===== src/inc/tmq_pkg.sv =====
// constants, field layout and state type of the transmit descriptor queue engine
package tmq_pkg;
  localparam int NQ = 16;
  localparam logic [11:0] HDP_BASE = 12'h500;
  localparam logic [11:0] CP_BASE = 12'h580;
  localparam logic [31:0] WORD3_OFS = 32'h0000000c;
  localparam logic [31:0] WORD_STEP = 32'h00000004;
  // descriptor word 2
  localparam int W2_DEST_LSB = 16;
  localparam int W2_PRI_LSB = 14;
  localparam int W2_TT_LSB = 12;
  localparam int W2_PORT_LSB = 10;
  localparam int W2_SEGMENT_SIZE_CODE_LSB = 6;
  localparam int W2_MBOX_LSB = 0;
  // descriptor word 3
  localparam int W3_SOP = 31;
  localparam int W3_EOP = 30;
  localparam int W3_OWN = 29;
  localparam int W3_EOQ = 28;
  localparam int W3_TDOWN = 27;
  localparam int W3_RETRY_LSB = 12;
  localparam int W3_CC_LSB = 9;
  localparam int W3_LEN_LSB = 0;
  // completion codes, also the response kinds from the link side
  localparam logic [2:0] CC_DONE = 3'h0;
  localparam logic [2:0] CC_ERROR = 3'h1;
  localparam logic [2:0] CC_RETRIES = 3'h2;
  localparam logic [2:0] CC_TIMEOUT = 3'h3;
  localparam logic [2:0] CC_DMAERR = 3'h4;
  localparam logic [2:0] RSP_RETRY = 3'h2;
  localparam logic [31:0] HDP_RESET = 32'h00000000;
  localparam logic [31:0] CP_RESET = 32'h00000000;
  typedef enum logic [2:0] {
    ST_IDLE = 3'h0,
    ST_FETCH = 3'h1,
    ST_SEND = 3'h2,
    ST_WAIT = 3'h3,
    ST_WB = 3'h4
  } tmq_state_t;
endpackage


===== src/hw/tmq_engine.sv =====
// transmit message descriptor queue engine
`timescale 1ns/1ps
`default_nettype none
module tmq_engine (
  input wire logic mclk,
  input wire logic rst,
  input wire logic cfg_wr,
  input wire logic cfg_rd,
  input wire logic [11:0] cfg_addr,
  input wire logic [31:0] cfg_wdata,
  output logic [31:0] cfg_rdata,
  output logic cfg_rvalid,
  output logic hdp_write_err,
  output logic [3:0] hdp_err_queue,
  output logic mem_req,
  output logic mem_we,
  output logic [31:0] mem_addr,
  output logic [31:0] mem_wdata,
  input wire logic mem_ack,
  input wire logic [31:0] mem_rdata,
  output logic msg_valid,
  input wire logic msg_ready,
  output logic [1:0] output_port_select,
  output logic [15:0] target_node_id,
  output logic [1:0] msg_priority,
  output logic [1:0] id_size_type,
  output logic [3:0] segment_size_code,
  output logic [5:0] msg_mailbox,
  output logic [31:0] msg_buf_addr,
  output logic [8:0] msg_length,
  output logic [3:0] msg_queue,
  input wire logic rsp_valid,
  input wire logic [2:0] rsp_kind,
  output logic [15:0] queue_irq
);
  // register window decode: word slot inside a 16-word block
  function automatic logic reg_hit(input logic [11:0] a, input logic [11:0] base);
    reg_hit = (a[11:6] == base[11:6]) && (a[1:0] == 2'h0);
  endfunction

  // lowest numbered queue with work
  function automatic logic [3:0] first_busy(input logic [15:0] v);
    first_busy = 4'h0;
    for (int k = tmq_pkg::NQ - 1; k >= 0; k--) begin
      if (v[k]) begin
        first_busy = k[3:0];
      end
    end
  endfunction

  tmq_pkg::tmq_state_t st_r, st_nxt;
  logic [31:0] hdp_r [16];
  logic [31:0] hdp_nxt [16];
  logic [31:0] cp_r [16];
  logic [31:0] cp_nxt [16];
  logic [31:0] last_r [16];
  logic [31:0] last_nxt [16];
  logic [15:0] pend_r, pend_nxt;
  logic [31:0] wd_r [4];
  logic [31:0] wd_nxt [4];
  logic [3:0] q_r, q_nxt;
  logic [31:0] desc_r, desc_nxt;
  logic [1:0] w_r, w_nxt;
  logic [5:0] left_r, left_nxt;
  logic [31:0] maddr_r, maddr_nxt;
  logic [31:0] mwdata_r, mwdata_nxt;
  logic [31:0] rdata_r, rdata_nxt;
  logic rvalid_r, rvalid_nxt;
  logic err_r, err_nxt;
  logic [3:0] errq_r, errq_nxt;
  logic [15:0] busy;
  logic [5:0] budget;
  logic [31:0] w3;
  logic [3:0] idx;

  assign idx = cfg_addr[5:2];
  assign budget = wd_r[3][tmq_pkg::W3_RETRY_LSB +: 6];

  always_comb begin
    for (int i = 0; i < tmq_pkg::NQ; i++) begin
      busy[i] = (hdp_r[i] != 32'h00000000);
    end
  end

  // next state of the queue engine and of the register file
  always_comb begin
    st_nxt = st_r;
    hdp_nxt = hdp_r;
    cp_nxt = cp_r;
    last_nxt = last_r;
    pend_nxt = pend_r;
    wd_nxt = wd_r;
    q_nxt = q_r;
    desc_nxt = desc_r;
    w_nxt = w_r;
    left_nxt = left_r;
    maddr_nxt = maddr_r;
    mwdata_nxt = mwdata_r;
    err_nxt = 1'b0;
    errq_nxt = errq_r;
    rvalid_nxt = cfg_rd;
    rdata_nxt = 32'h00000000;
    w3 = wd_r[3];
    case (st_r)
      tmq_pkg::ST_IDLE: begin
        if (|busy) begin
          q_nxt = first_busy(busy);
          desc_nxt = hdp_r[first_busy(busy)];
          maddr_nxt = hdp_r[first_busy(busy)];
          w_nxt = 2'h0;
          st_nxt = tmq_pkg::ST_FETCH;
        end
      end
      tmq_pkg::ST_FETCH: begin
        if (mem_ack) begin
          wd_nxt[w_r] = mem_rdata;
          maddr_nxt = maddr_r + tmq_pkg::WORD_STEP;
          w_nxt = w_r + 2'h1;
          if (w_r == 2'h3) begin
            left_nxt = mem_rdata[tmq_pkg::W3_RETRY_LSB +: 6];
            // not yet handed over: leave the queue pending and look again
            st_nxt = mem_rdata[tmq_pkg::W3_OWN] ? tmq_pkg::ST_SEND : tmq_pkg::ST_IDLE;
          end
        end
      end
      tmq_pkg::ST_SEND: begin
        if (msg_ready) begin
          st_nxt = tmq_pkg::ST_WAIT;
        end
      end
      tmq_pkg::ST_WAIT: begin
        if (rsp_valid) begin
          w3[tmq_pkg::W3_SOP] = 1'b1;
          w3[tmq_pkg::W3_EOP] = 1'b1;
          w3[tmq_pkg::W3_OWN] = 1'b0;
          w3[tmq_pkg::W3_EOQ] = (wd_r[0] == 32'h00000000);
          w3[tmq_pkg::W3_TDOWN] = 1'b0;
          w3[tmq_pkg::W3_RETRY_LSB +: 6] = left_r;
          w3[tmq_pkg::W3_CC_LSB +: 3] = rsp_kind;
          maddr_nxt = desc_r + tmq_pkg::WORD3_OFS;
          mwdata_nxt = w3;
          st_nxt = tmq_pkg::ST_WB;
          if (rsp_kind == tmq_pkg::RSP_RETRY) begin
            if (budget == 6'h00) begin
              st_nxt = tmq_pkg::ST_SEND;
            end else if (left_r != 6'h00) begin
              left_nxt = left_r - 6'h01;
              st_nxt = tmq_pkg::ST_SEND;
            end else begin
              w3[tmq_pkg::W3_CC_LSB +: 3] = tmq_pkg::CC_RETRIES;
              mwdata_nxt = w3;
            end
          end
        end
      end
      tmq_pkg::ST_WB: begin
        if (mem_ack) begin
          hdp_nxt[q_r] = wd_r[0];
          last_nxt[q_r] = desc_r;
          st_nxt = tmq_pkg::ST_IDLE;
        end
      end
      default: begin
        st_nxt = tmq_pkg::ST_IDLE;
      end
    endcase
    // register reads
    if (cfg_rd && reg_hit(cfg_addr, tmq_pkg::HDP_BASE)) begin
      rdata_nxt = hdp_r[idx];
    end else if (cfg_rd && reg_hit(cfg_addr, tmq_pkg::CP_BASE)) begin
      rdata_nxt = cp_r[idx];
    end
    // host writes; a busy head pointer refuses the write
    if (cfg_wr && reg_hit(cfg_addr, tmq_pkg::HDP_BASE)) begin
      if (busy[idx]) begin
        err_nxt = 1'b1;
        errq_nxt = idx;
      end else begin
        hdp_nxt[idx] = cfg_wdata;
      end
    end
    if (cfg_wr && reg_hit(cfg_addr, tmq_pkg::CP_BASE)) begin
      cp_nxt[idx] = cfg_wdata;
      if (cfg_wdata == last_r[idx]) begin
        pend_nxt[idx] = 1'b0;
      end
    end
    // a completion in the same cycle wins over the host clear
    if (st_r == tmq_pkg::ST_WB && mem_ack) begin
      pend_nxt[q_r] = 1'b1;
    end
  end

  // state registers, all cleared by reset
  always_ff @(posedge mclk) begin
    if (rst) begin
      st_r <= tmq_pkg::ST_IDLE;
      for (int i = 0; i < tmq_pkg::NQ; i++) begin
        hdp_r[i] <= tmq_pkg::HDP_RESET;
        cp_r[i] <= tmq_pkg::CP_RESET;
        last_r[i] <= 32'h00000000;
      end
      for (int j = 0; j < 4; j++) begin
        wd_r[j] <= 32'h00000000;
      end
      pend_r <= 16'h0000;
      q_r <= 4'h0;
      desc_r <= 32'h00000000;
      w_r <= 2'h0;
      left_r <= 6'h00;
      maddr_r <= 32'h00000000;
      mwdata_r <= 32'h00000000;
      rdata_r <= 32'h00000000;
      rvalid_r <= 1'b0;
      err_r <= 1'b0;
      errq_r <= 4'h0;
    end else begin
      st_r <= st_nxt;
      hdp_r <= hdp_nxt;
      cp_r <= cp_nxt;
      last_r <= last_nxt;
      wd_r <= wd_nxt;
      pend_r <= pend_nxt;
      q_r <= q_nxt;
      desc_r <= desc_nxt;
      w_r <= w_nxt;
      left_r <= left_nxt;
      maddr_r <= maddr_nxt;
      mwdata_r <= mwdata_nxt;
      rdata_r <= rdata_nxt;
      rvalid_r <= rvalid_nxt;
      err_r <= err_nxt;
      errq_r <= errq_nxt;
    end
  end

  // outputs
  assign mem_req = (st_r == tmq_pkg::ST_FETCH) || (st_r == tmq_pkg::ST_WB);
  assign mem_we = (st_r == tmq_pkg::ST_WB);
  assign mem_addr = maddr_r;
  assign mem_wdata = mwdata_r;
  assign msg_valid = (st_r == tmq_pkg::ST_SEND);
  assign output_port_select = wd_r[2][tmq_pkg::W2_PORT_LSB +: 2];
  assign target_node_id = wd_r[2][tmq_pkg::W2_DEST_LSB +: 16];
  assign msg_priority = wd_r[2][tmq_pkg::W2_PRI_LSB +: 2];
  assign id_size_type = wd_r[2][tmq_pkg::W2_TT_LSB +: 2];
  assign segment_size_code = wd_r[2][tmq_pkg::W2_SEGMENT_SIZE_CODE_LSB +: 4];
  assign msg_mailbox = wd_r[2][tmq_pkg::W2_MBOX_LSB +: 6];
  assign msg_buf_addr = wd_r[1];
  assign msg_length = wd_r[3][tmq_pkg::W3_LEN_LSB +: 9];
  assign msg_queue = q_r;
  assign cfg_rdata = rdata_r;
  assign cfg_rvalid = rvalid_r;
  assign hdp_write_err = err_r;
  assign hdp_err_queue = errq_r;
  assign queue_irq = pend_r;

  // checks
  a_fetch_aligned: assert property (@(posedge mclk) disable iff (rst)
    mem_req |-> mem_addr[1:0] == 2'h0) else $error("descriptor access unaligned");
  a_port_route: assert property (@(posedge mclk) disable iff (rst)
    msg_valid && !msg_ready |=> msg_valid && $stable(output_port_select))
    else $error("port moved while offered");
  a_hdp_err_flag: assert property (@(posedge mclk) disable iff (rst)
    cfg_wr && reg_hit(cfg_addr, tmq_pkg::HDP_BASE) && busy[idx] |=> hdp_write_err
    && hdp_err_queue == $past(idx)) else $error("busy head write not flagged");
  a_hdp_drain: assert property (@(posedge mclk) disable iff (rst)
    mem_we && mem_ack && wd_r[0] == 32'h00000000 |=> hdp_r[$past(q_r)] == 32'h00000000)
    else $error("head pointer not cleared");
  a_wb_flags: assert property (@(posedge mclk) disable iff (rst)
    mem_we |-> mem_wdata[31] && mem_wdata[30] && !mem_wdata[29]) else $error("bad flags");
  a_eoq_mark: assert property (@(posedge mclk) disable iff (rst)
    mem_we |-> mem_wdata[28] == (wd_r[0] == 32'h00000000)) else $error("bad drained flag");
  a_cc_legal: assert property (@(posedge mclk) disable iff (rst)
    mem_we |-> mem_wdata[11:9] <= 3'h4) else $error("illegal completion code");
  a_retry_count: assert property (@(posedge mclk) disable iff (rst)
    st_r == tmq_pkg::ST_WAIT && rsp_valid && rsp_kind == 3'h2 && budget != 6'h00
    && left_r != 6'h00 |=> left_r == $past(left_r) - 6'h01 && msg_valid)
    else $error("retry budget not decremented");
  a_irq_clear: assert property (@(posedge mclk) disable iff (rst)
    cfg_wr && reg_hit(cfg_addr, tmq_pkg::CP_BASE) && cfg_wdata == last_r[idx]
    && !(mem_we && mem_ack && q_r == idx) |=> !queue_irq[$past(idx)])
    else $error("interrupt not dropped");
  a_next_follow: assert property (@(posedge mclk) disable iff (rst)
    mem_we && mem_ack |=> hdp_r[$past(q_r)] == $past(wd_r[0])) else $error("link lost");
  c_done: cover property (@(posedge mclk) disable iff (rst) mem_we && mem_ack);
  c_unowned: cover property (@(posedge mclk) disable iff (rst)
    st_r == tmq_pkg::ST_FETCH && mem_ack && w_r == 2'h3 && !mem_rdata[tmq_pkg::W3_OWN]);
  c_retry: cover property (@(posedge mclk) disable iff (rst)
    st_r == tmq_pkg::ST_WAIT && rsp_valid && rsp_kind == 3'h2);
  c_hdp_err: cover property (@(posedge mclk) disable iff (rst) hdp_write_err);
endmodule // tmq_engine
`default_nettype wire


===== config.mk =====
export PLATFORM = sky130hd
export DESIGN_NAME = tmq_engine
export DESIGN_NICKNAME = d
export VERILOG_FILES = /design/src/inc/tmq_pkg.sv /design/src/hw/tmq_engine.sv
export SDC_FILE = /design/constraint.sdc
export NUM_CORES = 2
export LEC_CHECK = 0
export BUFFER_PORTS_ARGS = -buffer_cell sky130_fd_sc_hd__clkbuf_2
export CORE_ASPECT_RATIO = 0.7
export CORE_MARGIN = 5
export CORE_UTILIZATION = 35
export CTS_CLUSTER_DIAMETER = 60
export DETAILED_ROUTE_END_ITERATION = 8
export GPL_TIMING_DRIVEN = 0
export RECOVER_POWER = 50
export SYNTH_ARGS = -nofsm -noshare
export SYNTH_HDL_FRONTEND = slang
export SYNTH_SLANG_ARGS = --single-unit

===== constraint.sdc =====
create_clock -name mclk -period 11.48 [get_ports mclk]
set_input_delay 2.296 -clock mclk [delete_from_list [all_inputs] [get_ports mclk]]
set_output_delay 2.296 -clock mclk [all_outputs]
set_load 0.02 [all_outputs]

# After elaboration in Yosys (flattened, before gate mapping)
# Index checks and enable logic that the tools add are counted.
# W data, S select, Z words.
# word_totals
reg_bits	1828
latch_bits	0
ram_bits	0
mem_bits_ro	0
input_bits	86
output_inout_bits	198
word_cells	238
memories	0
# op_classes
n_addsub	4
multipliers	0
n_div	0
magnitude_cmp	11
eq_ne	18
shifts	0
mux	85
bitwise_logic	8
n_reduce_logical	48
# op_table
cell	count
$bwmux W512	4
$mux W512	4
$bmux W32 S4	4
$mux W32	16
$reduce_bool A32 Y1	16
$demux W32 S4	2
$bwmux W128	1
$pmux W32 S3	1
$mux W4	18
$demux W32 S2	1
$mux W16	3
$mux W12	3
$mux W6	6
$add A32 B3 Y32 const B	1
$add A32 B4 Y32 const B	1
$eq A32 B32 Y1	1
$logic_not A32 Y1	1
$mux W3	9
$and A16 B16 Y16	1
$not A16 Y16	1
$or A16 B16 Y16	1
$reduce_or A16 Y1	1
$ge A5 B5 Y1 const B	3
$not A4 Y5	3
other kinds (37)	72

# Logic depth before layout (Yosys ltp)
# logic_depth
word_depth	25
ltp_mapped	14
ltp_nobuf	10

# Least setup slack after synthesis
# Ideal clock, no wire load.
# synth_path
path_type	input port to flip-flop
startpoint	input port cfg_addr[2]
endpoint	register rdata_r[14] (netlist: cfg_rdata[14])
setup_time_ps	128
t_arrival_ps	5222
t_required_ps	11352
path_slack_ps	6131
path_stages	10
n_path_buf	6
cell_sequence	clkbuf_1 -> buf_2 -> buf_2 -> buf_2 -> clkbuf_1 -> buf_1 -> mux4_2 -> mux4_2 -> a22oi_1 -> nor2_1
# synth_via
elab_chain_cells	6
word_cells_on_any_way	9
cone_classes	mux (8); bitwise (1)
# synth_rtl
item	line_no	source
start: declaration	tmq_engine.sv:9	input wire logic [11:0] cfg_addr,
$not A4 Y5 (implied by the code) (*)	tmq_engine.sv:169, tmq_engine.sv:171	
$bmux W32 S4	tmq_engine.sv:171	rdata_nxt = cp_r[idx];
$mux W32 (implied by the code) (2 in series)	tmq_engine.sv:171	
$mux W32	tmq_engine.sv:170	end else if (cfg_rd && reg_hit(cfg_addr, tmq_pkg::CP_BASE)) begin
$mux W32 (*)	tmq_engine.sv:168	if (cfg_rd && reg_hit(cfg_addr, tmq_pkg::HDP_BASE)) begin
end signal: assignment	tmq_engine.sv:230	rdata_r <= rdata_nxt;
end: declaration	tmq_engine.sv:67	logic [31:0] rdata_r, rdata_nxt;
# Every way passes the cells marked *; elsewhere a longest branch is shown, timed or not. The select of a mux whose other input is x is not followed.
# A chain may end at the register's enable or synchronous reset.

# Final worst setup path
# layout_path
startpoint	input port cfg_addr[2]
endpoint	register hdp_r[254] in the netlist's numbering
# layout_via
elab_chain_cells	8
word_cells_on_any_way	11
cone_classes	order compare (2); mux (7); bitwise (1); reduce/logical (1)
# layout_rtl
item	line_no	source
$not A4 Y5 (implied by the code)	tmq_engine.sv:179	hdp_nxt[idx] = cfg_wdata;
$ge A5 B5 Y1 (implied by the code) or $lt A5 B1 Y1 (tied branches)	tmq_engine.sv:179	
$logic_and A1 B1 Y1 (implied by the code)	tmq_engine.sv:179	
$mux W32 (implied by the code)	tmq_engine.sv:179	
$demux W32 S4	tmq_engine.sv:179	
$bwmux W512	tmq_engine.sv:179	
$mux W512 (*)	tmq_engine.sv:175	if (busy[idx]) begin
$mux W512 (*)	tmq_engine.sv:174	if (cfg_wr && reg_hit(cfg_addr, tmq_pkg::HDP_BASE)) begin
end signal: indexed assignment	tmq_engine.sv:199	hdp_r[i] <= tmq_pkg::HDP_RESET;
end signal: assignment	tmq_engine.sv:219	hdp_r <= hdp_nxt;
end: declaration	tmq_engine.sv:52	logic [31:0] hdp_r [16];
# Marked as above.

==> flow_summary.json <==
{
  "status": "complete, but fails checks",
  "violations": "capacitance limit, slew limit",
  "antenna_found_initial": 56,
  "synth-xor-area-share": 0.00828,
  "ys_seq_elements": 1818,
  "synth-simple-area-share": 0.183,
  "r2r-end": "mem_addr[15]$_SDFFE_PP0P_",
  "period_share": 0.733,
  "fin_crit_ns": 8.42,
  "antenna_left": 0,
  "core-area_sq_um": 249000,
  "cts_resized": 0,
  "worst_skew_pair.late_latency_ns": 0.90,
  "path_class": "input port to register",
  "synthAdderAreaFrac": 0.000998,
  "ys_async_sr_fraction": 0,
  "hp-class": "register to register",
  "wl_met3_microns": 84200,
  "postSynthCellCount": 10400,
  "wl_met2_microns": 189000,
  "crit_path_end_kind": "register",
  "r2r_slack_ns": 3.78,
  "cp-start-kind": "input port",
  "maxCapViolations": 27,
  "firstDrtPassIters": 9,
  "min_to": "last_r[34]$_SDFFE_PP0P_",
  "grt_pass1_vias": 82200,
  "slew_viol_final": 257,
  "drt_wl_total_microns": 501000,
  "worst-r2r-cell-count": 12,
  "cts.hold.buffers_added": 0,
  "cts.clk_slew.worst_paths_ns": 0.06,
  "fin_area_sq_um": 100000,
  "synth-compound-area-share": 0.154,
  "pwr_density_cell_nw_per_um2": 150,
  "dr.first_iter.drc_count": 14600,
  "grt_max_degree": 16,
  "grt_util_all_layers": 0.364,
  "path_delay_family": "buffers and inverters",
  "drive_gt1_frac": 0.100,
  "synth_seq_area_share": 0.415,
  "syn-cell-area_sq_um": 87800,
  "crit_buf_inv": 8,
  "cts_buffer_depth": 4,
  "vias": 90100,
  "start_util": 0.353,
  "synth_top_family_by_area": "multiplexers",
  "setup_viol": 0,
  "vdd_drop_max_v": 0.000114,
  "fmax_ghz": 0.119,
  "port_buffers": 246,
  "muxShareOfSynthArea": 0.184,
  "die_h_microns": 429,
  "overflow": 0,
  "routed.top_layer": "met5",
  "synth_edf_count": 0,
  "min_path_cells": 2,
  "power.total_mw": 15.0,
  "wl_met1_microns": 197000,
  "whs_ns": 0.452,
  "p_leak_nw": 34.1,
  "fin_nets": 10900,
  "wl_per_cell_microns": 34.9,
  "cts_tree": "done",
  "cp_common_cell": "clkbuf_1",
  "synth_cell_types": 79,
  "clock_sinks": 1818,
  "via_per_inst": 6.28,
  "max_stage_delay_ns": 1.56,
  "slew_headroom": -0.403,
  "place_area_sq_um": 93500,
  "nFillCells": 25000,
  "post_synth.cell_area_avg_sq_um": 8.47,
  "fin_tns_setup_ns": 0,
  "h-tree-depth": 4,
  "post_cts_buffers": 0,
  "grt_pass1_wl_microns": 670000,
  "worstPathRequired_ns": 12.23,
  "worstMarginPinSlew_ns": 2.10,
  "gp_congestion": 1.11,
  "placementRows": 153,
  "yosysWarnings": 0,
  "cts_root_buf": "clkbuf_16",
  "r2r-start": "hdp_r[14]$_SDFF_PP0_",
  "drcViolationCount": 0,
  "dieArea_sq_um": 261000,
  "min-delay-start": "last_r[34]$_SDFFE_PP0P_",
  "syn2layout_area_growth_pct": 14.0,
  "dp_hpwl_microns": 394000,
  "synth_flop_cell": "dfxtp_1",
  "finalHoldViolCount": 0,
  "cp_data_arrival_time_ns": 9.17,
  "io-pin-count": 284,
  "die_width_microns": 609,
  "fin_skew_ns": 0.0742,
  "crit_chain": "clkbuf_1 > clkbuf_1 > clkbuf_1 > buf_2 > clkbuf_1 > buf_2 > nor2_1 > and3_1 > clkbuf_1 > clkbuf_1 > o31ai_1",
  "numCtsBuffers": 197,
  "crit_fanout": 10,
  "rsz0062_at_grt": "false",
  "slowest_stage": "clkbuf_1"
}
-- power breakdown --
part / total [mW] / leakage [nW] / internal [mW] / switching, mW
sequential: 6.44 / 14.6 / 6.37 / 0.0659
clock: 6.89 / 3.34 / 3.97 / 2.92
combinational: 1.66 / 16.1 / 0.326 / 1.34
total: 15.0 / 34.1 / 10.7 / 4.32
-- cell usage after synthesis (5+ instances only) --
cell type	instances	area, sq um
a221oi_1	23	201
and3_1	47	294
nand3_1	66	330
o32ai_1	6	52.6
xor2_1	24	210
nand2b_1	10	62.6
o221ai_1	14	123
o31a_1	16	140
mux2i_1	525	5260
o2111ai_1	8	70.1
nor4_1	164	1030
o31ai_1	258	1940
nor3_1	39	195
nor2_1	446	1670
buf_4	77	578
a221o_1	5	50.1
clkbuf_1	927	3480
buf_2	49	245
o21ai_0	83	415
ha_1	7	87.6
xnor2_1	59	517
o21a_1	14	105
inv_1	14	52.6
nand2_1	3071	11500
buf_1	80	300
and4_1	17	149
mux4_2	481	10800
a21boi_0	7	52.6
clkbuf_2	33	165
a31oi_1	15	93.8
a21oi_1	1441	7210
nand4_1	46	288
a22oi_1	36	270
a32oi_1	28	245
o22ai_1	27	169
nor2b_1	41	257
and2_1	9	56.3
a22o_1	14	123
a211oi_1	236	1770
dfxtp_1	1818	36400
a21o_1	16	120
-- registers in the layout, summed over array words and instances (netlist names), 6 cells and up --
signal and flops:
cp_r 512, hdp_r 512, last_r 512, cfg_rdata 32, desc_r 32, mem_addr 32, msg_buf_addr 32, wd_r 32
mem_wdata 29, queue_irq 16, target_node_id 16, msg_length 9, w3 9, budget 6, left_r 6, msg_mailbox 6
-- logic make-up after synthesis --
kind of cell    count (synthesis)
compound gates               2284
xor+xnor                       83
fa+ha+maj                       7
buf+inv                      1183
flops                        1818
mux                          1009
other cells                     1
simple gates                 3980
-- cell usage in the layout (no fill, tap or decap), drive strengths merged, types with 11 or more instances in the layout --
cell type  instances
nand2           3072
dfxtp           1818
clkbuf          1491
a21oi           1442
mux2i            525
mux4             481
nor2             447
o31ai            258
a211oi           237
buf              225
nor4             168
o21ai             84
nand3             66
xnor2             59
and3              47
nand4             46
nor3              42
nor2b             41
diode             36
a22oi             36
clkinv            36
a32oi             28
o22ai             27
a221oi            25
inv               25
xor2              24
bufinv            20
and4              17
a21o              16
o31a              16
a31oi             15
o221ai            14
o21a              14
a22o              14
and2              11
-- worst max-delay path by stage --
stage                                    end  slack (ns)        start  depth (start not counted)
detailed placement   cfg_rdata[0]$_SDFF_PP0_        3.36  cfg_addr[3]                          9
global placement     cfg_rdata[0]$_SDFF_PP0_        2.62  cfg_addr[3]                          9
floorplan           cfg_rdata[14]$_SDFF_PP0_        6.13  cfg_addr[2]                         10
CTS                  cfg_rdata[0]$_SDFF_PP0_        4.28  cfg_addr[3]                          9
finish                 hdp_r[254]$_SDFF_PP0_        3.06  cfg_addr[2]                         11
global route        cfg_rdata[29]$_SDFF_PP0_        3.31  cfg_addr[2]                         10
-- stage by stage --
step / utilization / setup WS (ns) / cells
finish: 0.402 / 3.06 / 14400
floorplan: - / 6.13 / 10400
detailed placement: 0.376 / 3.36 / 14000
global placement: 0.374 / 2.62 / 13900
CTS: 0.403 / 4.28 / 14300
global route: 0.402 / 3.31 / 14300
-- layer usage --
layer,track usage,vias to the layer above
li1,-,37100
met1,0.484,44700
met2,0.477,7163
met3,0.185,1235
met4,0.184,20
met5,0,-
-- cell type report --
class | count | area (sq um) | area share
Antenna cell | 36 | 90.1 | 0.000900
Buffer | 1168 | 4820 | 0.0482
Clock buffer | 281 | 5800 | 0.0580
Clock inverter | 70 | 946 | 0.00945
Inverter | 15 | 56.3 | 0.000563
Multi-Input combinational cell | 7365 | 46600 | 0.466
Sequential cell | 1818 | 36400 | 0.364
Tap cell | 3332 | 4170 | 0.0417
Timing Repair Buffer | 267 | 1200 | 0.0120
-- worst min-delay path: cells and delay by family, from the launching register on --
family           cells  cell delay (ns)
flip-flops           1             0.30
AO/OA/AOI/OAI        1             0.05
AND/OR/NAND/NOR      1             0.05
No activity file was read; power rests on OpenSTA's default activity.
